===== config.mk =====
export PLATFORM = sky130hd
export DESIGN_NAME = ptcmd_decoder
export DESIGN_NICKNAME = d
export VERILOG_FILES = /design/src/rtl/ptcmd_pkg.sv /design/src/rtl/ptcmd_decoder.sv
export SDC_FILE = /design/constraint.sdc
export NUM_CORES = 1
export LEC_CHECK = 0
export ABC_AREA = 0
export BUFFER_PORTS_ARGS = -buffer_cell sky130_fd_sc_hd__buf_2
export CAP_MARGIN = 20
export CELL_PAD_IN_SITES_DETAIL_PLACEMENT = 0
export CELL_PAD_IN_SITES_GLOBAL_PLACEMENT = 2
export CORE_UTILIZATION = 37
export DETAILED_ROUTE_END_ITERATION = 10
export GPL_ROUTABILITY_DRIVEN = 0
export PLACE_DENSITY_LB_ADDON = 0.1
export SYNTH_ARGS = -nofsm -noshare
export SYNTH_HDL_FRONTEND = slang
export SYNTH_SLANG_ARGS = --single-unit
export TNS_END_PERCENT = 1

===== constraint.sdc =====
create_clock -name REF_CLK -period 4.6 [get_ports REF_CLK]
set_clock_uncertainty 0.15 [all_clocks]
set_input_delay 0.69 -clock REF_CLK [delete_from_list [all_inputs] [get_ports REF_CLK]]
set_output_delay 0.69 -clock REF_CLK [all_outputs]
set_load 0.005 [all_outputs]

===== src/rtl/ptcmd_pkg.sv =====
// package: register map, codes and carriers of the pass-through decoder
package ptcmd_pkg;
    // ========================================
    // register indices, one 16-bit word each
    localparam logic [5:0] OFS_CODE = 6'h00;
    localparam logic [5:0] OFS_OPT = 6'h01;
    localparam logic [5:0] OFS_RESULT = 6'h02;
    localparam logic [5:0] OFS_VECT = 6'h04;
    localparam logic [5:0] OFS_LEVEL = 6'h05;
    localparam logic [5:0] OFS_XCTL = 6'h07;
    localparam logic [5:0] OFS_BUF_HI = 6'h08;
    localparam logic [5:0] OFS_BUF_LO = 6'h09;
    localparam logic [5:0] OFS_LEN_HI = 6'h0a;
    localparam logic [5:0] OFS_LEN_LO = 6'h0b;
    localparam logic [5:0] OFS_TOT_HI = 6'h0c;
    localparam logic [5:0] OFS_TOT_LO = 6'h0d;
    localparam logic [5:0] OFS_UNIT = 6'h0f;
    localparam logic [5:0] OFS_CDB0 = 6'h10;
    localparam logic [5:0] OFS_CDB5 = 6'h15;
    localparam logic [5:0] OFS_QLEN = 6'h16;
    localparam logic [5:0] OFS_CTRL = 6'h17;
    localparam logic [5:0] OFS_STAT = 6'h18;
    // ========================================
    // field positions and codes
    localparam int OPT_IE = 0;
    localparam int OPT_SG = 1;
    localparam int OPT_SS = 2;
    localparam int OPT_DIR = 8;
    localparam int UNIT_BUS = 6;
    localparam int CTRL_GO = 0;
    localparam int CTRL_CLR = 1;
    localparam logic [15:0] CMD_PASS = 16'h0020;
    localparam logic [15:0] CDB_OVERHEAD = 16'h0010;
    localparam logic [15:0] RESET_WORD = 16'h0000;
    localparam logic [1:0] MT_RSV = 2'b00;
    localparam logic [1:0] MT_32 = 2'b10;
    localparam logic [1:0] MT_SIO = 2'b11;
    localparam logic [1:0] TT_BLOCK = 2'b01;
    localparam logic [7:0] LEN_G0 = 8'h06;
    localparam logic [7:0] LEN_G1 = 8'h0a;
    localparam logic [7:0] LEN_G5 = 8'h0c;
    localparam logic [15:0] CDB_WORDS = 16'h0006;
    localparam logic [7:0] ERR_NONE = 8'h00;
    localparam logic [7:0] ERR_CODE = 8'h01;
    localparam logic [7:0] ERR_GROUP = 8'h02;
    localparam logic [7:0] ERR_MT = 8'h03;
    localparam logic [7:0] ERR_TT = 8'h04;
    typedef enum logic [2:0] {
        ST_IDLE = 3'b000,
        ST_CHECK = 3'b001,
        ST_SEND = 3'b010,
        ST_DATA = 3'b011,
        ST_FINISH = 3'b100,
        ST_IRQ = 3'b101
    } state_e;
    typedef struct packed {
        logic [2:0] id;
        logic [2:0] lun;
        logic port;
        logic sync_ok;
    } target_s;
    typedef struct packed {
        logic [7:0] am;
        logic wide;
        logic block;
        logic rd;
        logic sg;
        logic sg_sio;
        logic [31:0] addr;
        logic [31:0] limit;
    } xfer_s;
endpackage


===== src/rtl/ptcmd_decoder.sv =====
// pass-through command block: registers, decode, descriptor send, status
// How it works
// RL1: code word must be the pass-through code, else error completion.
// RL2: option bit 0 gates the completion interrupt.
// RL3: gather bit swaps meaning of control, address, length, total fields.
// RL4: suppress bit on first command to a target stops sync until reset.
// RL5: option bit 8 sets direction: 0 writes VMEbus, 1 reads it.
// RL6: low vector byte for error completion, high byte for clean one.
// RL7: interrupt raised at level in low three bits; level 0 never fires.
// RL8: low byte of transfer control is the address modifier used.
// RL9: memory type 01 16-bit, 10 32-bit, 11 short I/O list, 00 refused.
// RL10: transfer kind 00 single, 01 block, 1x refused.
// RL11: host sets the chain flag only when chaining lists.
// RL12: transfer starts at the buffer pointer.
// RL13: no more bytes moved than the limit allows.
// RL14: under gather the total count word is the byte limit.
// RL15: target id from bits 0-2, lun from bits 3-5 of unit word.
// RL16: unit bit 6 picks primary or secondary port.
// RL17: descriptor bytes sent unchanged, count from group in byte 0.
// RL18: groups 6 and 7 take length from queue words minus 0x10.
// RL19: error code goes to the low byte of the result.
// RL20: target status byte goes unchanged to the high byte.
// RL21: host writes zero to all reserved bits.
// RL22: groups 0, 1, 5 give 6, 10, 12 descriptor bytes.
// RL23: vector chosen by error code; interrupt after result written.
//
// Implementation choices: the placing of the registers and the strobed register port.
`timescale 1ns/1ns
module ptcmd_decoder
    import ptcmd_pkg::*;
(
    input wire logic REF_CLK,
    input wire logic RST_B,
    input wire logic [5:0] ADDR,
    input wire logic [15:0] WDATA,
    input wire logic WR,
    input wire logic RD,
    output logic [15:0] RDATA,
    output logic BUSY,
    output target_s TARGET,
    output xfer_s XFER_CFG,
    output logic CDB_VALID,
    output logic [7:0] CDB_BYTE,
    output logic CDB_LAST,
    input wire logic CDB_READY,
    output logic XFER_ALLOW,
    input wire logic XFER_STB,
    input wire logic TARGET_DONE,
    input wire logic [7:0] TARGET_STATUS,
    input wire logic [7:0] TARGET_ERR,
    output logic IRQ_REQ,
    output logic [2:0] IRQ_LEVEL,
    output logic [7:0] IRQ_VECTOR,
    input wire logic IRQ_ACK
);
    // ========================================
    // state
    typedef struct packed {
        state_e state;
        logic [15:0] code;
        logic [15:0] opt;
        logic [15:0] vect;
        logic [15:0] level;
        logic [15:0] xctl;
        logic [31:0] buf_a;
        logic [31:0] len;
        logic [31:0] tot;
        logic [15:0] unit;
        logic [15:0] qlen;
        logic [5:0][15:0] cdb;
        logic [15:0] result;
        logic [7:0] err;
        logic [7:0] tstat;
        logic [7:0] cdb_len;
        logic [3:0] bidx;
        logic [7:0] cbyte;
        logic [31:0] moved;
        logic done;
        logic [7:0] irq_vec;
        logic [15:0] seen;
        logic [15:0] sync_off;
        logic [15:0] rdata;
    } st_s;

    st_s s;
    st_s next_s;
    logic [2:0] grp;
    logic [15:0] ud_words;
    logic [7:0] glen;
    logic [7:0] chk;
    logic [3:0] tix;
    logic [31:0] limit;
    logic [1:0] mt;
    logic [1:0] tt;
    logic last_byte;

    function automatic logic [7:0] cdb_pick(
        input logic [5:0][15:0] w,
        input logic [3:0] i
    );
        logic [15:0] word;
        word = w[i[3:1]];
        // byte 0 of a pair sits in the high half
        cdb_pick = i[0] ? word[7:0] : word[15:8];
    endfunction

    // ========================================
    // decode of the held command block
    assign grp = s.cdb[0][15:13];
    assign ud_words = s.qlen - CDB_OVERHEAD;
    assign mt = s.xctl[9:8];
    assign tt = s.xctl[11:10];
    assign tix = {s.unit[UNIT_BUS], s.unit[2:0]};
    // under gather the byte budget is the total of element counts
    assign limit = s.opt[OPT_SG] ? s.tot : s.len; // RL3 RL14
    assign last_byte = ({4'h0, s.bidx} == s.cdb_len - 8'h01);

    always_comb
    begin
        glen = 8'h00;
        unique case (grp)
            3'd0: glen = LEN_G0; // RL22
            3'd1: glen = LEN_G1; // RL22
            3'd5: glen = LEN_G5; // RL22
            3'd6, 3'd7:
            begin
                // only what fits the six held descriptor words
                if (s.qlen > CDB_OVERHEAD && ud_words <= CDB_WORDS)
                begin
                    glen = {ud_words[6:0], 1'b0}; // RL18
                end
            end
            default: glen = 8'h00;
        endcase
    end

    always_comb
    begin
        if (s.code != CMD_PASS)
        begin
            chk = ERR_CODE; // RL1
        end
        else if (glen == 8'h00)
        begin
            chk = ERR_GROUP; // RL17
        end
        else if (mt == MT_RSV || (mt == MT_SIO && !s.opt[OPT_SG]))
        begin
            chk = ERR_MT; // RL9
        end
        else if (tt[1])
        begin
            chk = ERR_TT; // RL10
        end
        else
        begin
            chk = ERR_NONE;
        end
    end

    // ========================================
    // next state
    always_comb
    begin
        next_s = s;
        next_s.rdata = 16'h0000;
        if (RD)
        begin
            unique case (ADDR)
                OFS_CODE: next_s.rdata = s.code;
                OFS_OPT: next_s.rdata = s.opt;
                OFS_RESULT: next_s.rdata = s.result;
                OFS_VECT: next_s.rdata = s.vect;
                OFS_LEVEL: next_s.rdata = s.level;
                OFS_XCTL: next_s.rdata = s.xctl;
                OFS_BUF_HI: next_s.rdata = s.buf_a[31:16];
                OFS_BUF_LO: next_s.rdata = s.buf_a[15:0];
                OFS_LEN_HI: next_s.rdata = s.len[31:16];
                OFS_LEN_LO: next_s.rdata = s.len[15:0];
                OFS_TOT_HI: next_s.rdata = s.tot[31:16];
                OFS_TOT_LO: next_s.rdata = s.tot[15:0];
                OFS_UNIT: next_s.rdata = s.unit;
                OFS_QLEN: next_s.rdata = s.qlen;
                OFS_STAT:
                begin
                    next_s.rdata = {13'h0000,
                        s.sync_off[tix], BUSY, s.done};
                end
                default:
                begin
                    if (ADDR >= OFS_CDB0 && ADDR <= OFS_CDB5)
                    begin
                        next_s.rdata = s.cdb[3'(ADDR - OFS_CDB0)];
                    end
                end
            endcase
        end
        // block contents are frozen while a command runs
        if (WR && s.state == ST_IDLE)
        begin
            unique case (ADDR)
                OFS_CODE: next_s.code = WDATA;
                OFS_OPT: next_s.opt = WDATA;
                OFS_VECT: next_s.vect = WDATA;
                OFS_LEVEL: next_s.level = WDATA;
                OFS_XCTL: next_s.xctl = WDATA;
                OFS_BUF_HI: next_s.buf_a[31:16] = WDATA;
                OFS_BUF_LO: next_s.buf_a[15:0] = WDATA;
                OFS_LEN_HI: next_s.len[31:16] = WDATA;
                OFS_LEN_LO: next_s.len[15:0] = WDATA;
                OFS_TOT_HI: next_s.tot[31:16] = WDATA;
                OFS_TOT_LO: next_s.tot[15:0] = WDATA;
                OFS_UNIT: next_s.unit = WDATA;
                OFS_QLEN: next_s.qlen = WDATA;
                OFS_CTRL:
                begin
                    if (WDATA[CTRL_CLR])
                    begin
                        next_s.done = 1'b0;
                    end
                    if (WDATA[CTRL_GO])
                    begin
                        next_s.state = ST_CHECK;
                        next_s.err = ERR_NONE;
                        next_s.tstat = 8'h00;
                    end
                end
                default:
                begin
                    if (ADDR >= OFS_CDB0 && ADDR <= OFS_CDB5)
                    begin
                        next_s.cdb[3'(ADDR - OFS_CDB0)] = WDATA;
                    end
                end
            endcase
        end
        unique case (s.state)
            ST_IDLE:
            begin
            end
            ST_CHECK:
            begin
                if (chk != ERR_NONE)
                begin
                    next_s.err = chk;
                    next_s.state = ST_FINISH;
                end
                else
                begin
                    next_s.cdb_len = glen; // RL17
                    next_s.bidx = 4'h0;
                    next_s.cbyte = cdb_pick(s.cdb, 4'h0);
                    next_s.moved = 32'h0;
                    if (!s.seen[tix])
                    begin
                        // only the first command to a target decides
                        next_s.seen[tix] = 1'b1;
                        next_s.sync_off[tix] = s.opt[OPT_SS]; // RL4
                    end
                    next_s.state = ST_SEND;
                end
            end
            ST_SEND:
            begin
                if (CDB_READY)
                begin
                    if (last_byte)
                    begin
                        next_s.state = ST_DATA;
                    end
                    else
                    begin
                        next_s.bidx = s.bidx + 4'h1;
                        next_s.cbyte = cdb_pick(s.cdb,
                            s.bidx + 4'h1); // RL17
                    end
                end
            end
            ST_DATA:
            begin
                if (XFER_STB && XFER_ALLOW)
                begin
                    next_s.moved = s.moved + 32'h1; // RL13
                end
                if (TARGET_DONE)
                begin
                    next_s.tstat = TARGET_STATUS;
                    next_s.err = TARGET_ERR;
                    next_s.state = ST_FINISH;
                end
            end
            ST_FINISH:
            begin
                next_s.result = {s.tstat, s.err}; // RL19 RL20
                next_s.done = 1'b1;
                next_s.irq_vec = (s.err != ERR_NONE) ?
                    s.vect[7:0] : s.vect[15:8]; // RL6 RL23
                // level 0 cannot signal, so it stays quiet
                if (s.opt[OPT_IE] && s.level[2:0] != 3'd0)
                begin
                    next_s.state = ST_IRQ; // RL2 RL7 RL23
                end
                else
                begin
                    next_s.state = ST_IDLE;
                end
            end
            ST_IRQ:
            begin
                if (IRQ_ACK)
                begin
                    next_s.state = ST_IDLE;
                end
            end
            default: next_s.state = ST_IDLE;
        endcase
    end

    always_ff @(posedge REF_CLK)
    begin
        if (!RST_B)
        begin
            s <= '0;
        end
        else
        begin
            s <= next_s;
        end
    end

    // ========================================
    // outputs
    assign RDATA = s.rdata;
    assign BUSY = (s.state != ST_IDLE);
    assign TARGET.id = s.unit[2:0]; // RL15
    assign TARGET.lun = s.unit[5:3]; // RL15
    assign TARGET.port = s.unit[UNIT_BUS]; // RL16
    assign TARGET.sync_ok = !s.sync_off[tix]; // RL4
    assign XFER_CFG.am = s.xctl[7:0]; // RL8
    assign XFER_CFG.wide = (mt == MT_32); // RL9
    assign XFER_CFG.block = (tt == TT_BLOCK); // RL10
    assign XFER_CFG.rd = s.opt[OPT_DIR]; // RL5
    assign XFER_CFG.sg = s.opt[OPT_SG]; // RL3
    assign XFER_CFG.sg_sio = (mt == MT_SIO);
    assign XFER_CFG.addr = s.buf_a; // RL12
    assign XFER_CFG.limit = limit;
    assign CDB_VALID = (s.state == ST_SEND);
    assign CDB_BYTE = s.cbyte;
    assign CDB_LAST = CDB_VALID && last_byte;
    assign XFER_ALLOW = (s.state == ST_DATA) && (s.moved < limit); // RL13
    assign IRQ_REQ = (s.state == ST_IRQ);
    assign IRQ_LEVEL = s.level[2:0];
    assign IRQ_VECTOR = s.irq_vec;
endmodule


==> impl_metrics.env, run 1 <==
export IMPL_slowest_delay_ns=0.62
export IMPL_required_ns=3.76
export IMPL_cts_tree="yes"
export IMPL_root_buffer="clkbuf_16"
export IMPL_postSynthCellCount=2658
export IMPL_grt_setup_unrepaired="no"
export IMPL_io_buffers=170
export IMPL_slew_headroom_pct=30.6
export IMPL_leakage_nw=9.31
export IMPL_end_kind="output port"
export IMPL_clkLatencyLatePin_ns=0.62
export IMPL_criticalPathCategory="flop to output port"
export IMPL_stdcell_count=3513
export IMPL_p_comb_share_pct=4.3
export IMPL_ys_async_sr_fraction_pct=0
export IMPL_fin_crit_ns=4.17
export IMPL_drc=0
export IMPL_ys_top_cells_by_area="dfxtp_1 39%, nand2_1 11%, a21boi_0 8.8%"
export IMPL_pwr_share_clk_pct=50.8
export IMPL_viasPerCell=5.76
export IMPL_critPathMaxFanout=22
export IMPL_total_power_mw=8.66
export IMPL_final_core_util_pct=42.6
export IMPL_drive_gt1_share_pct=15.6
export IMPL_routed_wl_mm=92.6
export IMPL_hold_viol=0
export IMPL_setup_viol=0
export IMPL_syn_nets=2741
export IMPL_crit_family="compound AO/OA/AOI/OAI gates"
export IMPL_fin_nets=2768
export IMPL_synth_ff_type="dfxtp_1"
export IMPL_status="finished clean"
export IMPL_via_count=20200
export IMPL_yosys_warnings=0
export IMPL_die_area_um2=62800
export IMPL_grt_pass1_wl_mm=135
export IMPL_cap_violations=0
export IMPL_reg2reg_setup_slack_ns=0.57
export IMPL_holdPathStages=3
export IMPL_grt_max_degree=176
export IMPL_io_pins=171
export IMPL_slowest_stage="mux2i_1"
export IMPL_fin_crit_sh_pct=90.6
export IMPL_ctsResizeCount=0
export IMPL_yosys_area_top_type="dfxtp_1"
export IMPL_cp_depth=10
export IMPL_overflow=0
export IMPL_tightest_slew_ns=1.04
export IMPL_clk_path_buf_depth=3
export IMPL_track_usage_pct=28.9
export IMPL_rr_worst_depth=11
export IMPL_dp_hpwl_mm=65.6
export IMPL_yosysMostFrequentCell="nand2_1"
export IMPL_area_delta_synth_final_pct=13.1
export IMPL_ctsHoldBuffers=0
export IMPL_synth_seq_cells=447
export IMPL_ys_seq_area_share_pct=39.1
export IMPL_powerDensity_nw_per_um2=335
export IMPL_first_iter_violations=1957
export IMPL_grt_antenna_before_repair=4
export IMPL_num_rows=90
export IMPL_cts_buffers=53
export IMPL_cts_clk_slew_worst_paths_ns=0.06
export IMPL_grt_pass1_vias=19100
export IMPL_internal_power_mw=6.62
export IMPL_crit_path_start_kind="flop"
export IMPL_fp_dieW_um=251
export IMPL_clock_sinks=447
export IMPL_path_buf_inv=2
export IMPL_start_util_pct=37.7
export IMPL_ctsHtreeMaxLevel=2
export IMPL_die_y_um=251
export IMPL_timing_fmax_mhz=240
export IMPL_slew_violations=0
export IMPL_place_inst=3411
export IMPL_postSynthAreaPerCell_um2=8.61
export IMPL_hold_class="input port to flop"
export IMPL_ant_nets=0
export IMPL_synth_common_cells="642 x nand2_1, 447 x dfxtp_1, 267 x a21boi_0, 169 x clkbuf_1, 169 x mux2i_1"
export IMPL_yosys_cell_types_count=71
export IMPL_peakVddDrop_uv=252
export IMPL_crit_chain="buf_12 -> mux2i_1 -> ha_1 -> nor3_1 -> a211oi_1 -> nand3_1 -> a21oi_1 -> nor2_1 -> o211a_1 -> buf_2"
export IMPL_p_seq_share_pct=45.0
export IMPL_wire_per_inst_um=26.4
export IMPL_arrival_ns=3.33
export IMPL_swShare_pct=23.6
export IMPL_synth_top_area_share_pct=39.1
export IMPL_coreArea_um2=60700
export IMPL_firstDrtPassIters=6
export IMPL_postCtsSetupBuffers=0
export IMPL_power_switching_mw=2.04
export IMPL_fin_tns_setup_ns=0
export IMPL_synth_edf_count=0
export IMPL_synth_cell_area_um2=22900
tightest hold or removal path, cell delays in order:
cell and delay [ns]:
buf_2 0.09, nand2_1 0.04, a21boi_0 0.06
per-stage QoR:
step           hold slack, ns  worst slack (ns)  area [um^2]
2_1_floorplan           0.281             0.917        22900
6_report                0.187             0.431        25900
4_1_cts                 0.162             0.439        25900
3_3_place_gp            0.293             0.629        24100
5_1_grt                 0.185             0.304        25900
3_5_place_dp            0.296             0.592        24100
cell usage in the layout (no fill, tap or decap), types with 15 or more instances in the layout:
master	count
mux4_2	48
or4_1	17
nor2b_1	81
a21boi_0	267
clkbuf_16	55
nor3_1	31
o211a_1	20
nand4_1	19
dfxtp_1	445
inv_1	64
clkbuf_1	15
o21ai_0	40
nand2_1	642
clkbuf_8	17
nand3_1	45
a21oi_1	60
ha_1	37
o22ai_1	16
mux2i_1	169
a22o_1	31
nor2_1	75
a221oi_1	31
o21a_1	18
buf_2	168
o211ai_1	25
buf_4	80
logic make-up after synthesis:
group	count (synthesis)	share of synthesized area [%]
AND/OR/NAND/NOR	1002	19.5
AO/OA/AOI/OAI	598	19.5
flip-flops	447	39.1
buffers and inverters	345	7.19
multiplexers	220	12.3
adder cells (fa/ha/maj)	37	2.02
XOR/XNOR	9	0.345
power by group through the flow:
stage	combinational [mW]	sequential (mW)	clock, mW
after floorplan	0.211	3.97	0
after global placement	0.363	3.98	0
after detailed placement	0.364	3.98	0
after CTS	0.364	3.89	4.47
after global routing	0.383	3.89	4.63
final	0.370	3.90	4.40
routing by layer:
metal / part of all wire [%] / global-route usage (%) / wire [um] / vias to the layer above
li1: - / - / - / 9297
met1: 46 / 41.5 / 42800 / 9990
met2: 43 / 44.2 / 40200 / 772
met3: 6.9 / 3.95 / 6370 / 159
met4: 3.5 / 10.2 / 3220 / 0
met5: 0 / 0 / 0 / -
cell type report:
cell class / instances / area, um^2
Fill cell: 5996 / 34800
Sequential cell: 447 / 8950
Tap cell: 782 / 978
Clock buffer: 87 / 1670
Multi-Input combinational cell: 1866 / 12400
Inverter: 64 / 240
Antenna cell: 2 / 5.00
Clock inverter: 12 / 149
Timing Repair Buffer: 253 / 1540
state kept, by name (all words and copies together) (netlist names):
signal / count
s: 358
XFER_CFG: 42
RDATA: 16
CDB_BYTE: 8
IRQ_VECTOR: 8
TARGET: 7
IRQ_LEVEL: 3
grp: 3
mt: 2
path summary, 6_finish.rpt:
check / start / to
worst max-delay path: XFER_CFG[65]$_SDFFE_PN0P_ / XFER_ALLOW
worst min-delay path: TARGET_STATUS[1] / s[110]$_SDFF_PN0_
worst max register to register: s[241]$_SDFFE_PN0P_ / s[24]$_SDFFE_PN0P_
worst min register to register: s[22]$_SDFFE_PN0P_ / s[22]$_SDFFE_PN0P_
Note: power is estimated with default switching activity, not from simulation.
==> inputs of run 2 (changes only) <==
--- a/config.mk
+++ b/config.mk
@@ -13,6 +13,7 @@
 export CORE_UTILIZATION = 37
 export DETAILED_ROUTE_END_ITERATION = 10
 export GPL_ROUTABILITY_DRIVEN = 0
+export HOLD_SLACK_MARGIN = 0.1
 export PLACE_DENSITY_LB_ADDON = 0.1
 export SYNTH_ARGS = -nofsm -noshare
 export SYNTH_HDL_FRONTEND = slang
==> constraint.sdc (replaced) <==
create_clock -name REF_CLK -period 4.37 [get_ports REF_CLK]
set_clock_uncertainty 0.15 [all_clocks]
set_input_delay 0.6555 -clock REF_CLK [delete_from_list [all_inputs] [get_ports REF_CLK]]
set_output_delay 0.6555 -clock REF_CLK [all_outputs]
set_load 0.005 [all_outputs]
==> impl_metrics.env, run 2 (synthesized netlist as in run 1, its figures left out) <==
export IMPL_hold_class="input port to flop"
export IMPL_root_buffer="clkbuf_16"
export IMPL_firstDrtPassIters=6
export IMPL_dp_hpwl_mm=65.3
export IMPL_via_count=20200
export IMPL_wire_per_inst_um=26.3
export IMPL_fin_tns_setup_ns=0
export IMPL_track_usage_pct=28.9
export IMPL_slew_headroom_pct=34.7
export IMPL_criticalPathCategory="flop to output port"
export IMPL_clk_path_buf_depth=3
export IMPL_place_inst=3427
export IMPL_cts_clk_slew_worst_paths_ns=0.06
export IMPL_area_delta_synth_final_pct=13.8
export IMPL_critPathMaxFanout=16
export IMPL_num_rows=90
export IMPL_viasPerCell=5.71
export IMPL_grt_use_met2_pct=42.7
export IMPL_ctsHoldBuffers=0
export IMPL_hold_viol=0
export IMPL_grt_pass1_vias=18900
export IMPL_cap_violations=0
export IMPL_io_pins=171
export IMPL_coreArea_um2=60700
export IMPL_ant_nets=0
export IMPL_postCtsSetupBuffers=0
export IMPL_end_kind="output port"
export IMPL_status="finished clean"
export IMPL_largest_reg_flops=358
export IMPL_final_common_cell="nand2_1"
export IMPL_slowest_stage="dfxtp_2"
export IMPL_arrival_ns=3.30
export IMPL_rr_worst_depth=11
export IMPL_fin_crit_ns=4.10
export IMPL_fin_nets=2784
export IMPL_grt_antenna_before_repair=7
export IMPL_ctsResizeCount=0
export IMPL_peakVddDrop_uv=257
export IMPL_cts_buffers=53
export IMPL_crit_chain="buf_12 -> mux2i_1 -> ha_1 -> nand4_1 -> nor3_1 -> o211ai_1 -> o211ai_1 -> nor2_1 -> o211a_1 -> buf_2"
export IMPL_grt_max_degree=151
export IMPL_hold_path_end="s[116]$_SDFF_PN0_"
export IMPL_reg2reg_setup_slack_ns=0.47
export IMPL_ctsHtreeMaxLevel=2
export IMPL_worst_slack_ns=0.267
export IMPL_top_usage_layer="met2"
export IMPL_timing_fmax_mhz=244
export IMPL_die_area_um2=62800
export IMPL_final_core_util_pct=42.9
export IMPL_holdPathStages=3
export IMPL_cp_common_cell="o211ai_1"
export IMPL_slew_violations=0
export IMPL_overflow=0
export IMPL_first_iter_violations=1723
export IMPL_fp_dieW_um=251
export IMPL_powerDensity_nw_per_um2=353
export IMPL_drive_gt1_share_pct=16.1
export IMPL_drc=0
export IMPL_grt_setup_unrepaired="no"
export IMPL_layout_common_cells="642 x nand2_1, 445 x dfxtp_1, 267 x a21boi_0"
export IMPL_clkLatencyLatePin_ns=0.62
export IMPL_setup_viol=0
export IMPL_cts_tree="yes"
export IMPL_io_buffers=170
export IMPL_tightest_slew_ns=0.978
export IMPL_grtUsageMet3_pct=6.47
export IMPL_pre_cts_ws_ns=0.526
export IMPL_total_power_mw=9.19
export IMPL_stdcell_count=3531
export IMPL_r2r_start="s[242]$_SDFFE_PN0P_"
export IMPL_timing_rr_end="s[99]$_SDFFE_PN0P_"
export IMPL_routed_wl_mm=92.8
export IMPL_crit_path_start_kind="flop"
export IMPL_slowest_delay_ns=0.60
export IMPL_start_util_pct=37.7
export IMPL_die_y_um=251
export IMPL_grt_pass1_wl_mm=133
export IMPL_fin_crit_sh_pct=93.9
export IMPL_met1_usage_pct=40.1
export IMPL_leakage_nw=9.40
export IMPL_largest_register="s"
export IMPL_clock_sinks=447
export IMPL_required_ns=3.56
export IMPL_hold_start="TARGET_STATUS[7]"
==> run 2: cell types whose count changed in the layout (fill, tap and decap cells not counted), sizes merged <==
cell      before  now
buf          253  269
bufinv         3    5
clkbuf        87   84
clkinv         7   10
clkinvlp       1    0
diode          2    3
==> run 2: cell type report <==
cell class,count,area [um^2]
flip-flops and latches,447,8950
clock inverters,16,209
well taps,782,978
diodes,3,7.51
fillers,6029,34700
multi-input cells,1866,12400
clock buffers,84,1630
inverters,64,240
repair buffers,269,1660
==> run 2: critical path, delay by kind of cell, from the launching register on <==
family | cells | cell delay (ns)
mux | 1 | 0.52
compound gates | 3 | 0.54
simple gates | 3 | 0.42
buf+inv | 2 | 0.37
fa+ha+maj | 1 | 0.23
flops | 1 | 0.60
==> run 2: worst max path at each step <==
stage / from / end / slack, ns / cells past startpoint
6_report: XFER_CFG[65]$_SDFFE_PN0P_ / XFER_ALLOW / 0.27 / 10
2_1_floorplan: XFER_CFG[65]$_SDFFE_PN0P_ / s[76]$_SDFFE_PN0P_ / 0.69 / 13
4_1_cts: XFER_CFG[65]$_SDFFE_PN0P_ / XFER_ALLOW / 0.21 / 10
3_3_place_gp: s[242]$_SDFFE_PN0P_ / s[99]$_SDFFE_PN0P_ / 0.60 / 11
3_5_place_dp: s[242]$_SDFFE_PN0P_ / s[99]$_SDFFE_PN0P_ / 0.53 / 11
5_1_grt: XFER_CFG[65]$_SDFFE_PN0P_ / XFER_ALLOW / 0.10 / 10
==> run 2: report_power, final <==
group	leakage (nW)	internal (mW)	switching, mW	total (mW)
registers	3.60	4.09	0.0140	4.10
clock network	0.910	2.83	1.86	4.69
logic	4.89	0.115	0.280	0.394
==> run 2: layer usage <==
| layer | up-vias | part of all wire (%) |
|---|---|---|
| li1 | 9337 | - |
| met1 | 9837 | 44 |
| met2 | 842 | 43 |
| met3 | 155 | 8.7 |
| met4 | 2 | 4.2 |
| met5 | - | 0.070 |
==> run 2: stage by stage <==
stage,hold slack (ns),instance area (um^2)
after global placement,0.289,24200
after detailed placement,0.298,24200
final,0.146,26000
after global routing,0.130,26000
after CTS,0.114,26000
after floorplan,0.281,22900
==> inputs of run 3 (changes only) <==
--- a/config.mk
+++ b/config.mk
@@ -15,6 +15,7 @@
 export GPL_ROUTABILITY_DRIVEN = 0
 export HOLD_SLACK_MARGIN = 0.1
 export PLACE_DENSITY_LB_ADDON = 0.1
+export SETUP_SLACK_MARGIN = 0.5
 export SYNTH_ARGS = -nofsm -noshare
 export SYNTH_HDL_FRONTEND = slang
 export SYNTH_SLANG_ARGS = --single-unit
==> impl_metrics.env, run 3 (synthesized netlist as in run 1, its figures left out) <==
export IMPL_post_dp_cell_area_um2=24200
export IMPL_swShare_pct=23.4
export IMPL_die_area_um2=62800
export IMPL_start_util_pct=37.7
export IMPL_reg2reg_setup_slack_ns=0.69
export IMPL_r2r_start="s[242]$_SDFFE_PN0P_"
export IMPL_cap_violations=0
export IMPL_fin_tns_setup_ns=0
export IMPL_grt_use_met2_pct=42.7
export IMPL_final_core_util_pct=43.0
export IMPL_clk_path_buf_depth=3
export IMPL_ctsHtreeMaxLevel=2
export IMPL_cts_buffers=53
export IMPL_total_power_mw=9.18
export IMPL_overflow=0
export IMPL_multi_input_area_um2=12400
export IMPL_dp_hpwl_mm=65.3
export IMPL_routed_wl_mm=92.9
export IMPL_layout_common_cells="642 x nand2_1, 445 x dfxtp_1, 267 x a21boi_0"
export IMPL_top_usage_layer="met2"
export IMPL_p_seq_share_pct=44.6
export IMPL_required_ns=3.56
export IMPL_final_common_cell="nand2_1"
export IMPL_met1_usage_pct=40.1
export IMPL_grt_pass1_vias=18900
export IMPL_grt_setup_unrepaired="yes"
export IMPL_crit_path_start_kind="flop"
export IMPL_grtUsageMet3_pct=6.47
export IMPL_hold_class="input port to flop"
export IMPL_clkLatencyLatePin_ns=0.62
export IMPL_startpoint="TARGET[5]$_SDFFE_PN0P_"
export IMPL_leakage_nw=9.42
export IMPL_firstDrtPassIters=5
export IMPL_timing_fmax_mhz=265
export IMPL_slew_violations=0
export IMPL_slew_headroom_pct=33.3
export IMPL_io_buffers=170
export IMPL_stdcell_count=3535
export IMPL_track_usage_pct=28.9
export IMPL_first_iter_violations=1695
export IMPL_coreArea_um2=60700
export IMPL_via_count=20200
export IMPL_area_delta_synth_final_pct=14.1
export IMPL_tightest_slew_ns=0.999
export IMPL_fin_crit_sh_pct=86.4
export IMPL_ctsHoldBuffers=0
export IMPL_grt_antenna_before_repair=7
export IMPL_setup_viol=0
export IMPL_viasPerCell=5.72
export IMPL_hold_start="TARGET_STATUS[7]"
export IMPL_cts_tree="yes"
export IMPL_place_inst=3427
export IMPL_ff_latch_area_um2=8950
export IMPL_clock_sinks=447
export IMPL_internal_power_mw=7.03
export IMPL_arrival_ns=2.97
export IMPL_pre_cts_ws_ns=0.526
export IMPL_end_kind="output port"
export IMPL_worst_slack_ns=0.594
export IMPL_grt_max_degree=151
export IMPL_largest_register="s"
export IMPL_drive_gt1_share_pct=16.4
export IMPL_nFillCells=6022
export IMPL_wire_per_inst_um=26.3
export IMPL_powerDensity_nw_per_um2=352
export IMPL_drc=0
export IMPL_status="finished clean"
export IMPL_num_rows=90
export IMPL_io_pins=171
export IMPL_criticalPathCategory="flop to output port"
export IMPL_power_switching_mw=2.15
export IMPL_die_y_um=251
export IMPL_peakVddDrop_uv=256
export IMPL_root_buffer="clkbuf_16"
export IMPL_hold_viol=0
export IMPL_critPathMaxFanout=15
export IMPL_p_comb_share_pct=4.3
export IMPL_largest_reg_flops=358
export IMPL_cts_clk_slew_worst_paths_ns=0.06
export IMPL_grt_pass1_wl_mm=134
export IMPL_whs_ns=0.147
export IMPL_fp_dieW_um=251
export IMPL_fin_nets=2787
export IMPL_fin_crit_ns=3.78
export IMPL_design_area_um2=26100
export IMPL_pwr_share_clk_pct=51.1
export IMPL_ant_nets=0
==> run 3: cell types whose count changed in the layout (fill, tap and decap cells not counted), sizes merged <==
cell / before / now
diode: 3 / 4
buf: 269 / 272
==> run 3: worst max-delay path: stages, from the launching register on <==
cell     delay, ns
dfxtp_1       0.97
mux4_2        0.63
mux4_2        0.56
inv_1         0.08
buf_2         0.10
==> run 3: cell type report <==
cell class | instances | share of cell area (%)
well taps | 782 | 3.75
inverters | 64 | 0.921
repair buffers | 272 | 6.43
clock buffers | 84 | 6.23
diodes | 4 | 0.0384
clock inverters | 16 | 0.801
multi-input cells | 1866 | 47.5
flip-flops and latches | 447 | 34.3
==> run 3: worst paths after layout <==
| check | cells past startpoint | endpoint |
|---|---|---|
| max | 4 | TARGET[0] |
| max reg2reg | 11 | s[99]$_SDFFE_PN0P_ |
| min reg2reg | 2 | s[29]$_SDFFE_PN0P_ |
| min | 3 | s[116]$_SDFF_PN0_ |
==> run 3: repair_timing <==
item,4_1_cts,5_1_grt
buffers inserted,3,0
gates resized for setup,8,2
gates cloned,0,0
setup endpoints to repair,1,54
==> run 3: power groups by stage <==
stage	registers, mW	clock network, mW	logic [mW]
after floorplan	4.18	0	0.222
after global placement	4.19	0	0.386
after detailed placement	4.19	0	0.387
after CTS	4.10	4.78	0.388
after global routing	4.10	4.95	0.408
final	4.10	4.69	0.395
==> run 3: layer usage <==
| layer | wire (um) | part of all wire (%) | up-vias |
|---|---|---|---|
| li1 | - | - | 9353 |
| met1 | 41500 | 45 | 9887 |
| met2 | 39600 | 43 | 821 |
| met3 | 7740 | 8.3 | 156 |
| met4 | 4020 | 4.3 | 2 |
| met5 | 65 | 0.070 | - |
